[src/servo_seq_pkg.sv]
package servo_seq_pkg;
    // Clock rate
    localparam int unsigned CLK_HZ = 200_000_000;
    // Documented times
    localparam int unsigned POWER_ON_LOCKOUT_MS = 2000;
    localparam int unsigned MOTION_SETTLE_MS = 100;
    localparam int unsigned ALARM_CLEAR_HOLD_MS = 120;
    localparam int unsigned DEV_CLEAR_HOLD_MS = 2;
    // Derived cycle counts (least times; per-ms count rounds down)
    localparam int unsigned CYC_PER_MS = CLK_HZ / 1000;
    localparam int unsigned POWER_ON_LOCKOUT_CYC = POWER_ON_LOCKOUT_MS * CYC_PER_MS;
    localparam int unsigned MOTION_SETTLE_CYC = MOTION_SETTLE_MS * CYC_PER_MS;
    localparam int unsigned ALARM_CLEAR_HOLD_CYC = ALARM_CLEAR_HOLD_MS * CYC_PER_MS;
    localparam int unsigned DEV_CLEAR_HOLD_CYC = DEV_CLEAR_HOLD_MS * CYC_PER_MS;
    // Counter width covering the longest count
    localparam int unsigned CNT_W = 32;
    // Servo-off sequence setting field positions
    localparam int unsigned OFFSEQ_DB_BIT = 0;
    localparam int unsigned OFFSEQ_CLR_BIT = 1;
    localparam int unsigned OFFSEQ_W = 2;

    typedef enum logic [1:0] {
        MODE_POSITION = 2'b00,
        MODE_INT_VELOCITY = 2'b01,
        MODE_OTHER = 2'b10
    } ctrl_mode_t;

    typedef enum logic [1:0] {
        SRV_LOCKOUT = 2'b00,
        SRV_OFF = 2'b01,
        SERVO_ENABLE_IN = 2'b10
    } servo_state_t;
endpackage : servo_seq_pkg

[src/servo_common_input_sequencer.sv]
// Function
// RULE1: While servo enable is asserted, enter servo-on and energise the motor.
// RULE2: Ignore servo enable until about 2 s after power-on.
// RULE3: Host waits at least 100 ms after servo-on before motion commands.
// RULE4: Releasing servo enable enters servo-off and cuts motor current.
// RULE5: Servo-off setting chooses dynamic brake and deviation counter clearing.
// RULE6: Host should not toggle servo enable to start and stop the motor.
// RULE7: Alarm clears only after alarm clear held continuously 120 ms or more.
// RULE8: Some alarm types stay latched whatever the alarm clear input does.
// RULE9: Control mode selects what the shared pin does.
// RULE10: Position mode clears deviation counter after shared pin held 2 ms.
// RULE11: Internal velocity mode uses shared pin as speed-select bit 2.
// RULE12: Inputs synchronised; hold times counted on consecutive samples, restarting on release.
`timescale 1ns/1ps
`default_nettype none
module servo_common_input_sequencer
    import servo_seq_pkg::*;
#(
    parameter int unsigned LOCKOUT_CYC = servo_seq_pkg::POWER_ON_LOCKOUT_CYC,
    parameter int unsigned SETTLE_CYC = servo_seq_pkg::MOTION_SETTLE_CYC,
    parameter int unsigned ALARM_HOLD_CYC = servo_seq_pkg::ALARM_CLEAR_HOLD_CYC,
    parameter int unsigned DEV_HOLD_CYC = servo_seq_pkg::DEV_CLEAR_HOLD_CYC
) (
    // Clock and reset
    input wire logic clk_i,
    input wire logic srst_i,
    // Pins, high when shorted to the input common
    input wire logic servo_enable_in_i,
    input wire logic alarm_clear_in_i,
    input wire logic shared_pin_i,
    input wire logic speed_select_bit1_i,
    // Configuration from the rest of the drive
    input wire servo_seq_pkg::ctrl_mode_t ctrl_mode_i,
    input wire logic [servo_seq_pkg::OFFSEQ_W-1:0] servo_off_sequence_setting_i,
    // Alarm events from protection logic
    input wire logic alarm_set_i,
    input wire logic alarm_sticky_i,
    // Results
    output logic servo_on_o,
    output logic motor_energize_o,
    output logic dynamic_brake_o,
    output logic dev_clear_o,
    output logic motion_ready_o,
    output logic alarm_o,
    output logic [1:0] speed_select_o
);
    import servo_seq_pkg::*;

    logic en_level;
    logic ac_held;
    logic ac_level;
    logic sp_level;
    logic sp_held;
    logic sb1_level;

    // Enable and bit 1 need only the qualified level
    input_qualifier #(
        .HOLD_CYC(1),
        .CNT_W(CNT_W)
    ) u_en (
        .clk_i(clk_i),
        .srst_i(srst_i),
        .pin_i(servo_enable_in_i),
        .level_o(en_level),
        .held_o()
    );

    // Alarm clear must be held for the full clear time
    input_qualifier #(
        .HOLD_CYC(ALARM_HOLD_CYC),
        .CNT_W(CNT_W)
    ) u_ac (
        .clk_i(clk_i),
        .srst_i(srst_i),
        .pin_i(alarm_clear_in_i),
        .level_o(ac_level),
        .held_o(ac_held)
    );

    // Shared pin: hold time matters only in position mode
    input_qualifier #(
        .HOLD_CYC(DEV_HOLD_CYC),
        .CNT_W(CNT_W)
    ) u_sp (
        .clk_i(clk_i),
        .srst_i(srst_i),
        .pin_i(shared_pin_i),
        .level_o(sp_level),
        .held_o(sp_held)
    );

    input_qualifier #(
        .HOLD_CYC(1),
        .CNT_W(CNT_W)
    ) u_sb1 (
        .clk_i(clk_i),
        .srst_i(srst_i),
        .pin_i(speed_select_bit1_i),
        .level_o(sb1_level),
        .held_o()
    );

    servo_state_t state_q;
    servo_state_t state_d;
    logic [CNT_W-1:0] lock_cnt_q;
    logic [CNT_W-1:0] settle_cnt_q;
    logic alarm_q;
    logic sticky_q;
    logic ac_held_q;
    logic servo_on_q;
    logic energize_q;
    logic brake_q;
    logic dev_clear_q;
    logic ready_q;
    logic [1:0] speed_q;

    wire lock_done = (lock_cnt_q >= CNT_W'(LOCKOUT_CYC));
    wire settle_done = (settle_cnt_q >= CNT_W'(SETTLE_CYC));
    wire pos_mode = (ctrl_mode_i == MODE_POSITION); // see RULE9
    wire vel_mode = (ctrl_mode_i == MODE_INT_VELOCITY); // see RULE9
    wire off_db = servo_off_sequence_setting_i[OFFSEQ_DB_BIT];
    wire off_clr = servo_off_sequence_setting_i[OFFSEQ_CLR_BIT];
    wire is_on = (state_q == SERVO_ENABLE_IN);
    // Clear fires once per hold, on the edge where the hold completes
    wire ac_fire = ac_held && !ac_held_q; // see RULE7
    // New alarm wins over a clear in the same cycle; sticky alarms never clear
    wire alarm_d = alarm_set_i || (alarm_q && !(ac_fire && !sticky_q)); // see RULE8
    wire sticky_d = (alarm_set_i && alarm_sticky_i) || (sticky_q && alarm_q); // see RULE8
    wire dev_clear_d = (pos_mode && sp_held) || (!is_on && off_clr); // see RULE10
    wire [1:0] speed_d = vel_mode ? {sp_level, sb1_level} : {1'b0, sb1_level}; // see RULE11

    // Saturating step shared by the lockout and settle timers
    function automatic logic [CNT_W-1:0] sat_inc(
        input logic [CNT_W-1:0] cnt,
        input logic done
    );
        sat_inc = done ? cnt : cnt + CNT_W'(1);
    endfunction : sat_inc

    logic [CNT_W-1:0] lock_cnt_d;
    logic [CNT_W-1:0] settle_cnt_d;
    // Lockout restarts on every reset release, not only at power-on
    assign lock_cnt_d = sat_inc(lock_cnt_q, lock_done); // see RULE2
    // Host must hold off motion until this counter runs out
    assign settle_cnt_d = is_on ? sat_inc(settle_cnt_q, settle_done) : '0; // see RULE3

    // On, energise and brake follow the next state, so they switch with the state register; ready follows the present state
    wire servo_on_d = (state_d == SERVO_ENABLE_IN);
    wire brake_d = !servo_on_d && off_db;
    wire ready_d = is_on && settle_done;

    always_comb begin
        case (state_q)
            SRV_LOCKOUT: state_d = lock_done ? SRV_OFF : SRV_LOCKOUT; // see RULE2
            SRV_OFF: state_d = (en_level && !alarm_q) ? SERVO_ENABLE_IN : SRV_OFF; // see RULE1
            SERVO_ENABLE_IN: state_d = (en_level && !alarm_q) ? SERVO_ENABLE_IN : SRV_OFF; // see RULE4
            default: state_d = SRV_LOCKOUT;
        endcase
    end

    // Sequence state and its two timers
    always_ff @(posedge clk_i) begin
        if (srst_i) begin
            state_q <= SRV_LOCKOUT;
            lock_cnt_q <= '0;
            settle_cnt_q <= '0;
        end else begin
            state_q <= state_d;
            lock_cnt_q <= lock_cnt_d; // see RULE2
            settle_cnt_q <= settle_cnt_d;
        end
    end

    // Alarm latch
    always_ff @(posedge clk_i) begin
        if (srst_i) begin
            alarm_q <= 1'b0;
            sticky_q <= 1'b0;
            ac_held_q <= 1'b0;
        end else begin
            alarm_q <= alarm_d; // see RULE7
            sticky_q <= sticky_d; // see RULE8
            ac_held_q <= ac_held;
        end
    end

    // Power stage outputs
    always_ff @(posedge clk_i) begin
        if (srst_i) begin
            servo_on_q <= 1'b0;
            energize_q <= 1'b0;
            brake_q <= 1'b0;
        end else begin
            servo_on_q <= servo_on_d; // see RULE1
            energize_q <= servo_on_d; // see RULE4
            brake_q <= brake_d; // see RULE5
        end
    end

    // Position and speed outputs
    always_ff @(posedge clk_i) begin
        if (srst_i) begin
            dev_clear_q <= 1'b0;
            ready_q <= 1'b0;
            speed_q <= 2'h0;
        end else begin
            dev_clear_q <= dev_clear_d; // see RULE5
            ready_q <= ready_d;
            speed_q <= speed_d; // see RULE11
        end
    end

    assign servo_on_o = servo_on_q;
    assign motor_energize_o = energize_q;
    assign dynamic_brake_o = brake_q;
    assign dev_clear_o = dev_clear_q;
    assign motion_ready_o = ready_q;
    assign alarm_o = alarm_q;
    assign speed_select_o = speed_q;
endmodule : servo_common_input_sequencer
`default_nettype wire

[src/input_qualifier.sv]
`timescale 1ns/1ps
`default_nettype none
// Three-stage synchroniser plus consecutive-sample hold counter
module input_qualifier #(
    parameter int unsigned HOLD_CYC = 1,
    parameter int unsigned CNT_W = 32
) (
    // Clock and reset
    input wire logic clk_i,
    input wire logic srst_i,
    // Raw pin, active high
    input wire logic pin_i,
    // Qualified results
    output logic level_o,
    output logic held_o
);
    logic s1_q;
    logic s2_q;
    logic s3_q;
    logic level_q;
    logic [CNT_W-1:0] cnt_q;
    logic [CNT_W-1:0] cnt_d;
    wire agree = (s2_q == s3_q);
    wire level_d = agree ? s2_q : level_q;
    wire at_hold = (cnt_q >= CNT_W'(HOLD_CYC));

    // Count restarts whenever the level drops; saturates at the hold figure
    assign cnt_d = !level_q ? '0 : (at_hold ? cnt_q : cnt_q + CNT_W'(1)); // see RULE12

    always_ff @(posedge clk_i) begin
        if (srst_i) begin
            s1_q <= 1'b0;
            s2_q <= 1'b0;
            s3_q <= 1'b0;
            level_q <= 1'b0;
            cnt_q <= '0;
        end else begin
            s1_q <= pin_i; // see RULE12
            s2_q <= s1_q;
            s3_q <= s2_q;
            level_q <= level_d;
            cnt_q <= cnt_d;
        end
    end

    assign level_o = level_q;
    assign held_o = level_q && at_hold;
endmodule : input_qualifier
`default_nettype wire

[config.mk]
export PLATFORM = sky130hd
export DESIGN_NAME = servo_common_input_sequencer
export DESIGN_NICKNAME = d
export VERILOG_FILES = /design/src/servo_seq_pkg.sv /design/src/servo_common_input_sequencer.sv /design/src/input_qualifier.sv
export SDC_FILE = /design/constraint.sdc
export NUM_CORES = 1
export LEC_CHECK = 0
export BUFFER_PORTS_ARGS = -buffer_cell sky130_fd_sc_hd__buf_2
export CAP_MARGIN = 10
export CORE_MARGIN = 2
export CORE_UTILIZATION = 55
export CTS_CLUSTER_DIAMETER = 40
export CTS_CLUSTER_SIZE = 25
export DETAILED_ROUTE_END_ITERATION = 10
export GPL_TIMING_DRIVEN = 0
export PLACE_DENSITY = 0.75
export RECOVER_POWER = 25
export SKIP_LAST_GASP = 1
export SYNTH_ARGS = -nofsm -noshare
export SYNTH_HDL_FRONTEND = slang
export SYNTH_SLANG_ARGS = --single-unit
[constraint.sdc]
create_clock -name clk_i -period 2.1 [get_ports clk_i]
set_input_delay 0.105 -clock clk_i [delete_from_list [all_inputs] [get_ports clk_i]]
set_output_delay 0.105 -clock clk_i [all_outputs]
set_load 0.01 [all_outputs]
* After elaboration in Yosys (flattened, before gate mapping)
Index checks and enable logic that the tools add are counted.
** Word-level totals
- Register bits after elaboration :: 155
- Word-level logic and storage cells :: 81
** Operators by class
- Add/subtract/negate cells :: 4
- Magnitude comparators :: 4
- Equal/unequal tests :: 8
- Mux-type cells :: 3
- Bitwise logic cells :: 4
- Reductions and logical operators :: 28
** Operators by type and width (count)
- $add A32 B1 Y32 const B :: 4
- $ge A32 B25 Y1 const B :: 2
- $ge A32 B19 Y1 const B :: 1
- $ge A32 B29 Y1 const B :: 1
- $logic_and A1 B1 Y1 :: 12
- $reduce_or A2 Y1 :: 5
- $logic_not A1 Y1 :: 6
- $eq A1 B1 Y1 :: 4
- $eq A2 B1 Y1 const B :: 2
- $eq A2 B2 Y1 const B :: 2
- $logic_not A2 Y1 :: 2
- $not A1 Y1 :: 4
- $pmux W2 S2 :: 1
- $logic_or A1 B1 Y1 :: 3
- $mux W2 :: 1
- $mux W1 :: 1

* Logic depth before layout (Yosys ltp)
- Depth in word-level cells :: 7
- Depth in mapped cells :: 8
- Mapped depth without buffers :: 6

* Hierarchy
A second synthesis with hierarchy kept.
** Unflattened totals
- Cells, all modules :: 961
- Area, all modules :: 9110.0 um^2
** By module, submodules not included
- servo_common_input_sequencer :: times used 1, cells an instance 410, area an instance 3569.7 um^2
- input_qualifier at u_en ... :: times used 2, cells an instance 102, area an instance 1138.6 um^2
- input_qualifier at u_ac :: times used 1, cells an instance 189, area an instance 1681.6 um^2
- input_qualifier at u_sp :: times used 1, cells an instance 158, area an instance 1581.5 um^2

* Least setup slack after synthesis
No wires, ideal clock.
- Path kind :: register to register
- Start :: register lock_cnt_q[11]
- End :: register lock_cnt_q[13]
- Data arrival time :: 2.033 ns
- Data required time :: 1.977 ns
- Setup slack :: -0.056 ns
- Stages on the path, launching flop included :: 8
- Path buffers :: 1
- Clock period less this slack :: 2.156 ns
- Cell sequence :: dfxtp_1 -> or4_1 -> o211ai_2 -> nand3_2 -> and2_4 -> buf_6 -> nor4_2 -> mux2_1
** On the way
- Longest elaborated chain between the ends :: 1
- Elaborated cells between the ends (all ways) :: 2
- Classes of those cells :: add/sub: 1; order compare: 1
** RTL lines
- start, declared :: RTL line servo_common_input_sequencer.sv:105 : logic [CNT_W-1:0] lock_cnt_q;
- start signal, assigned :: RTL line servo_common_input_sequencer.sv:169 : lock_cnt_q <= lock_cnt_d;
- $add A32 B1 Y32 or $ge A32 B29 Y1 (tied branches) :: RTL line servo_common_input_sequencer.sv:137, servo_common_input_sequencer.sv:117
Several ways; a longest one is shown, not always the timed one.
A chain may end at the register's enable or synchronous reset.

* Worst setup path in the final report
- Start :: register lock_cnt_q[12]
- End :: register lock_cnt_q[22]
The elaborated chain is that of the path after synthesis.

==> metrics.log <==
INFO  metric run_status = finished with violations
INFO  metric violated_checks = setup timing
INFO  metric multi_input_comb_area = 0.00364 mm^2
INFO  metric nFillCells = 854
INFO  metric internal_power = 4.86 mW
INFO  metric wl_per_cell = 15.1 um
INFO  metric ctsLongestPathBuffers = 2
INFO  metric finish.net_count = 829
INFO  metric avgViaCountPerCell = 5.66
INFO  metric seq_area_frac_synth = 46.4%
INFO  metric tightestPinTransition = 1.04 ns
INFO  metric groute.usage.overall = 22.4%
INFO  metric hold_violations = 0
INFO  metric timing.critical_path.required = 2.39 ns
INFO  metric powerDensity = 730 mW/mm^2
INFO  metric drt-pass1-iter-count = 4
INFO  metric end_kind = register
INFO  metric grt_pass1_vias = 5024
INFO  metric hold_path_class = input pin to register
INFO  metric route.detailed.drc = 0
INFO  metric buffer_ports.inserted = 19
INFO  metric final_period_minus_worst_setup_slack = 2.27 ns
INFO  metric detailedRoute.firstIterationViolations = 361
INFO  metric cp.arrival = 2.56 ns
INFO  metric clkSinkCount = 155
INFO  metric fp.dieArea = 0.0131 mm^2
INFO  metric p_clk_share = 49.6%
INFO  metric cp_slowest_cell = sky130_fd_sc_hd__or4_4
INFO  metric number_of_antenna_violations_at_the_first_check_in_global_routing = 0
INFO  metric peakVddDrop = 0.531 mV
INFO  metric worst_slack = -0.168 ns
INFO  metric post_dp_cell_area = 0.00697 mm^2
INFO  metric syn-cell-area = 0.00669 mm^2
INFO  metric net-switching-power = 1.22 mW
INFO  metric timing_max_transition_violations_final = 0
INFO  metric cap_viol_max_count = 0
INFO  metric htree_levels = 4
INFO  metric async_reset_ff_share = 0%
INFO  metric finalWeightedCongestion = 0.818
INFO  metric final_min_period_over_clock_period = 108%
INFO  metric area_growth_synth_to_finish = 24.4%
INFO  metric die_width = 114 um
INFO  metric regArea = 0.00311 mm^2
INFO  metric clk-insertion-delay-late = 0.43 ns
INFO  metric grt_start_max_net_pins = 17
INFO  metric total_power = 6.07 mW
INFO  metric yosys_warnings = 0
INFO  metric antenna_cells_inserted = 0
INFO  metric die_y = 114 um
INFO  metric wirelength = 14.6 mm
INFO  metric synth-seq-cells = 155
INFO  metric ys_dominant_reg_cell = sky130_fd_sc_hd__dfxtp_1
INFO  metric cellLeakagePower = 2.82 nW
INFO  metric achievable-frequency = 0.441 GHz
INFO  metric rrSetupSlack = -0.17 ns
INFO  metric floorplan.rows = 40
INFO  metric power_frac_seq = 48.9%
INFO  metric hold_path_end = u_ac.cnt_q[24]
INFO  metric crit_family = simple AND/OR/NAND/NOR gates
INFO  metric final.setup_skew = 0.00705 ns
INFO  metric clk_transition_reported_paths = 0.06 ns
INFO  metric mappedNetlistNets = 748
INFO  metric r2r_start = lock_cnt_q[12]
INFO  metric num_io_pins = 20
INFO  metric global_route_wire_length_before_repair = 23.2 mm
INFO  metric min_path_cells = 3
INFO  metric crit_path_max_incr_delay = 0.55 ns
INFO  metric hp-start = srst_i
INFO  metric synthDistinctLibCells = 55
INFO  metric final_antenna_net_count = 0
INFO  metric aggregate_global_routing_overflow = 0
INFO  metric worst-r2r-cell-count = 8
INFO  metric crit_path_kind = register to register
INFO  metric tritoncts = built
INFO  metric critical_path.cell_chain = or4_4 > o211ai_4 > nand3_4 > buf_8 > buf_12 > a211oi_4 > xnor2_1 > nor2_1
INFO  metric final_layout_size_suffix_gt1_share = 17.5%
INFO  metric p_comb_share = 1.5%
INFO  metric floorplan.initialDensity = 56.0%
INFO  metric finalSetupViolations = 31
INFO  metric r2r-end = lock_cnt_q[22]
INFO  metric worstSetupStartpointType = register
INFO  metric critical_path.n_buffers_inverters = 2
INFO  metric dp.cells = 891
INFO  metric detailroute.via_count = 5458
INFO  metric detailedPlacementHpwl = 8.86 mm
INFO  metric tritoncts.num_buffers = 17
INFO  metric post_synth_inst_count = 725
INFO  metric avgSynthCellArea = 9.23 um^2
INFO  metric cts_root_buf = sky130_fd_sc_hd__clkbuf_16
INFO  metric cp_max_fo = 6
INFO  metric switching_share = 20.0%
INFO  metric core_area = 0.0120 mm^2
INFO  metric fin_cells = 964
INFO  metric core_occupancy_in_the_finished_layout = 69.6%
INFO  metric max-slew-margin-rel = 30.5%
INFO  metric post_synth_edffs = 0
INFO  metric final_design_area_no_fill = 0.00832 mm^2
INFO  metric rsz0062_at_grt = yes
[routing by layer]
layer  part of all wire (%)  global-route usage [%]  vias up
li1                       -                       -     2702
met2                     50                    37.4      118
met1                     44                    27.1     2602
met5                      0                       0        -
met3                    3.1                    4.08       36
met4                    3.1                    13.2        0
[repair_timing]
action                     CTS  global route
hold endpoints to repair     9             0
pin swaps                   16            21
resized for setup           32            55
setup buffers               10            16
setup endpoints to repair   58            56
hold buffers                12             0
cloned                       1             4
[synth_stat cells (all sizes together) (2+ instances only)]
library cell / instances / share of area (%)
a2111oi: 10 / 2.4
a211oi: 8 / 1.5
a21oi: 29 / 2.2
a22oi: 2 / 0.22
a31oi: 3 / 0.28
and2: 40 / 3.8
and3: 14 / 1.3
and4: 14 / 1.9
buf: 12 / 1.2
clkbuf: 23 / 1.3
dfxtp: 155 / 46
ha: 11 / 2.1
inv: 20 / 1.1
mux2: 3 / 0.50
mux2i: 3 / 0.45
nand2: 37 / 2.1
nand2b: 5 / 0.47
nand3: 34 / 2.6
nand4: 31 / 2.9
nor2: 88 / 4.9
nor2b: 21 / 2.0
nor3: 14 / 1.0
nor3b: 2 / 0.22
nor4: 12 / 1.7
o211ai: 4 / 0.52
o21a: 5 / 0.56
o21ai: 20 / 1.5
o31ai: 5 / 0.56
o41ai: 2 / 0.26
or3: 14 / 1.3
or4: 6 / 0.67
xnor2: 27 / 3.5
xor2: 40 / 5.2
[sequential cells by signal, indices dropped and copies added (netlist names), 2 cells and up]
signal	cells
lock_cnt_q	32
u_sp.cnt_q	32
settle_cnt_q	32
speed_select_o	2
state_q	2
u_ac.cnt_q	32
[area by class of cell]
class | count | share of cell area [%]
flip-flops and latches | 155 | 37.4
clock inverters | 7 | 1.08
plain buffers | 35 | 2.77
clock buffers | 23 | 5.86
inverters | 20 | 0.902
multi-input cells | 515 | 43.7
well taps | 147 | 2.21
repair buffers | 62 | 6.06
[logic make-up after synthesis]
logic type / count (synthesis) / share of synthesized area [%]
AND/OR/NAND/NOR: 336 / 27.4
multiplexers: 6 / 0.953
adder cells (fa/ha/maj): 11 / 2.06
XOR/XNOR: 67 / 8.77
buffers and inverters: 55 / 3.57
AO/OA/AOI/OAI: 95 / 10.9
flip-flops: 155 / 46.4
[worst max-delay path by stage]
stage,from,endpoint,slack (ns),cells past startpoint
floorplan,lock_cnt_q[12],lock_cnt_q[13],0.07,7
global placement,u_ac.cnt_q[31],u_ac.cnt_q[17],-0.24,7
detailed placement,u_ac.cnt_q[31],u_ac.cnt_q[21],-0.38,7
CTS,lock_cnt_q[12],lock_cnt_q[22],-0.08,8
global route,lock_cnt_q[12],lock_cnt_q[18],-0.25,6
finish,lock_cnt_q[12],lock_cnt_q[22],-0.17,8
[worst min-delay path, stage by stage]
cell and delay, ns:
sky130_fd_sc_hd__clkbuf_1 0.12, sky130_fd_sc_hd__nor2b_1 0.14, sky130_fd_sc_hd__o21a_1 0.13
[power by group through the flow]
stage	registers (mW)	logic [mW]	clock network (mW)
3_5_place_dp	3.04	0.0727	0
6_report	2.97	0.0908	3.01
4_1_cts	2.97	0.0894	3.04
5_1_grt	2.97	0.0997	3.17
3_3_place_gp	3.04	0.0692	0
2_1_floorplan	3.03	0.0421	0
[through the flow]
step | setup TNS (ns) | hold slack [ns] | setup slack (ns)
after floorplan | 0 | 0.181 | 0.0703
after global placement | -2.81 | 0.283 | -0.245
after detailed placement | -5.96 | 0.296 | -0.378
after CTS | -0.483 | 0.0694 | -0.0812
after global routing | -5.62 | 0.170 | -0.249
final | -2.75 | 0.111 | -0.168
[cell usage in the layout, fill, tap and decap left out, types with 5 or more instances in the layout]
cell type                         n
sky130_fd_sc_hd__nand2_1         31
sky130_fd_sc_hd__o21ai_0         19
sky130_fd_sc_hd__nand3_2          5
sky130_fd_sc_hd__xnor2_1         26
sky130_fd_sc_hd__nor3_1          14
sky130_fd_sc_hd__and2_1          34
sky130_fd_sc_hd__or3_1           13
sky130_fd_sc_hd__o21a_1           5
sky130_fd_sc_hd__a21oi_1         25
sky130_fd_sc_hd__nor2b_1         21
sky130_fd_sc_hd__xor2_1          40
sky130_fd_sc_hd__dlygate4sd3_1   12
sky130_fd_sc_hd__nand4_1         31
sky130_fd_sc_hd__nand2b_1         5
sky130_fd_sc_hd__nor4_4           7
sky130_fd_sc_hd__dfxtp_1        148
sky130_fd_sc_hd__buf_6            8
sky130_fd_sc_hd__a2111oi_4        6
sky130_fd_sc_hd__nor4_1           5
sky130_fd_sc_hd__nand3_1         28
sky130_fd_sc_hd__clkbuf_16       19
sky130_fd_sc_hd__and4_1          13
sky130_fd_sc_hd__and2_0           5
sky130_fd_sc_hd__inv_1           20
sky130_fd_sc_hd__buf_4           25
sky130_fd_sc_hd__ha_1            11
sky130_fd_sc_hd__buf_2           12
sky130_fd_sc_hd__nand2_2          5
sky130_fd_sc_hd__clkbuf_1        32
sky130_fd_sc_hd__and3_1          14
sky130_fd_sc_hd__a211oi_2         6
sky130_fd_sc_hd__dfxtp_2          6
sky130_fd_sc_hd__nor2_1          88
No activity file was read; power rests on OpenSTA's default activity.
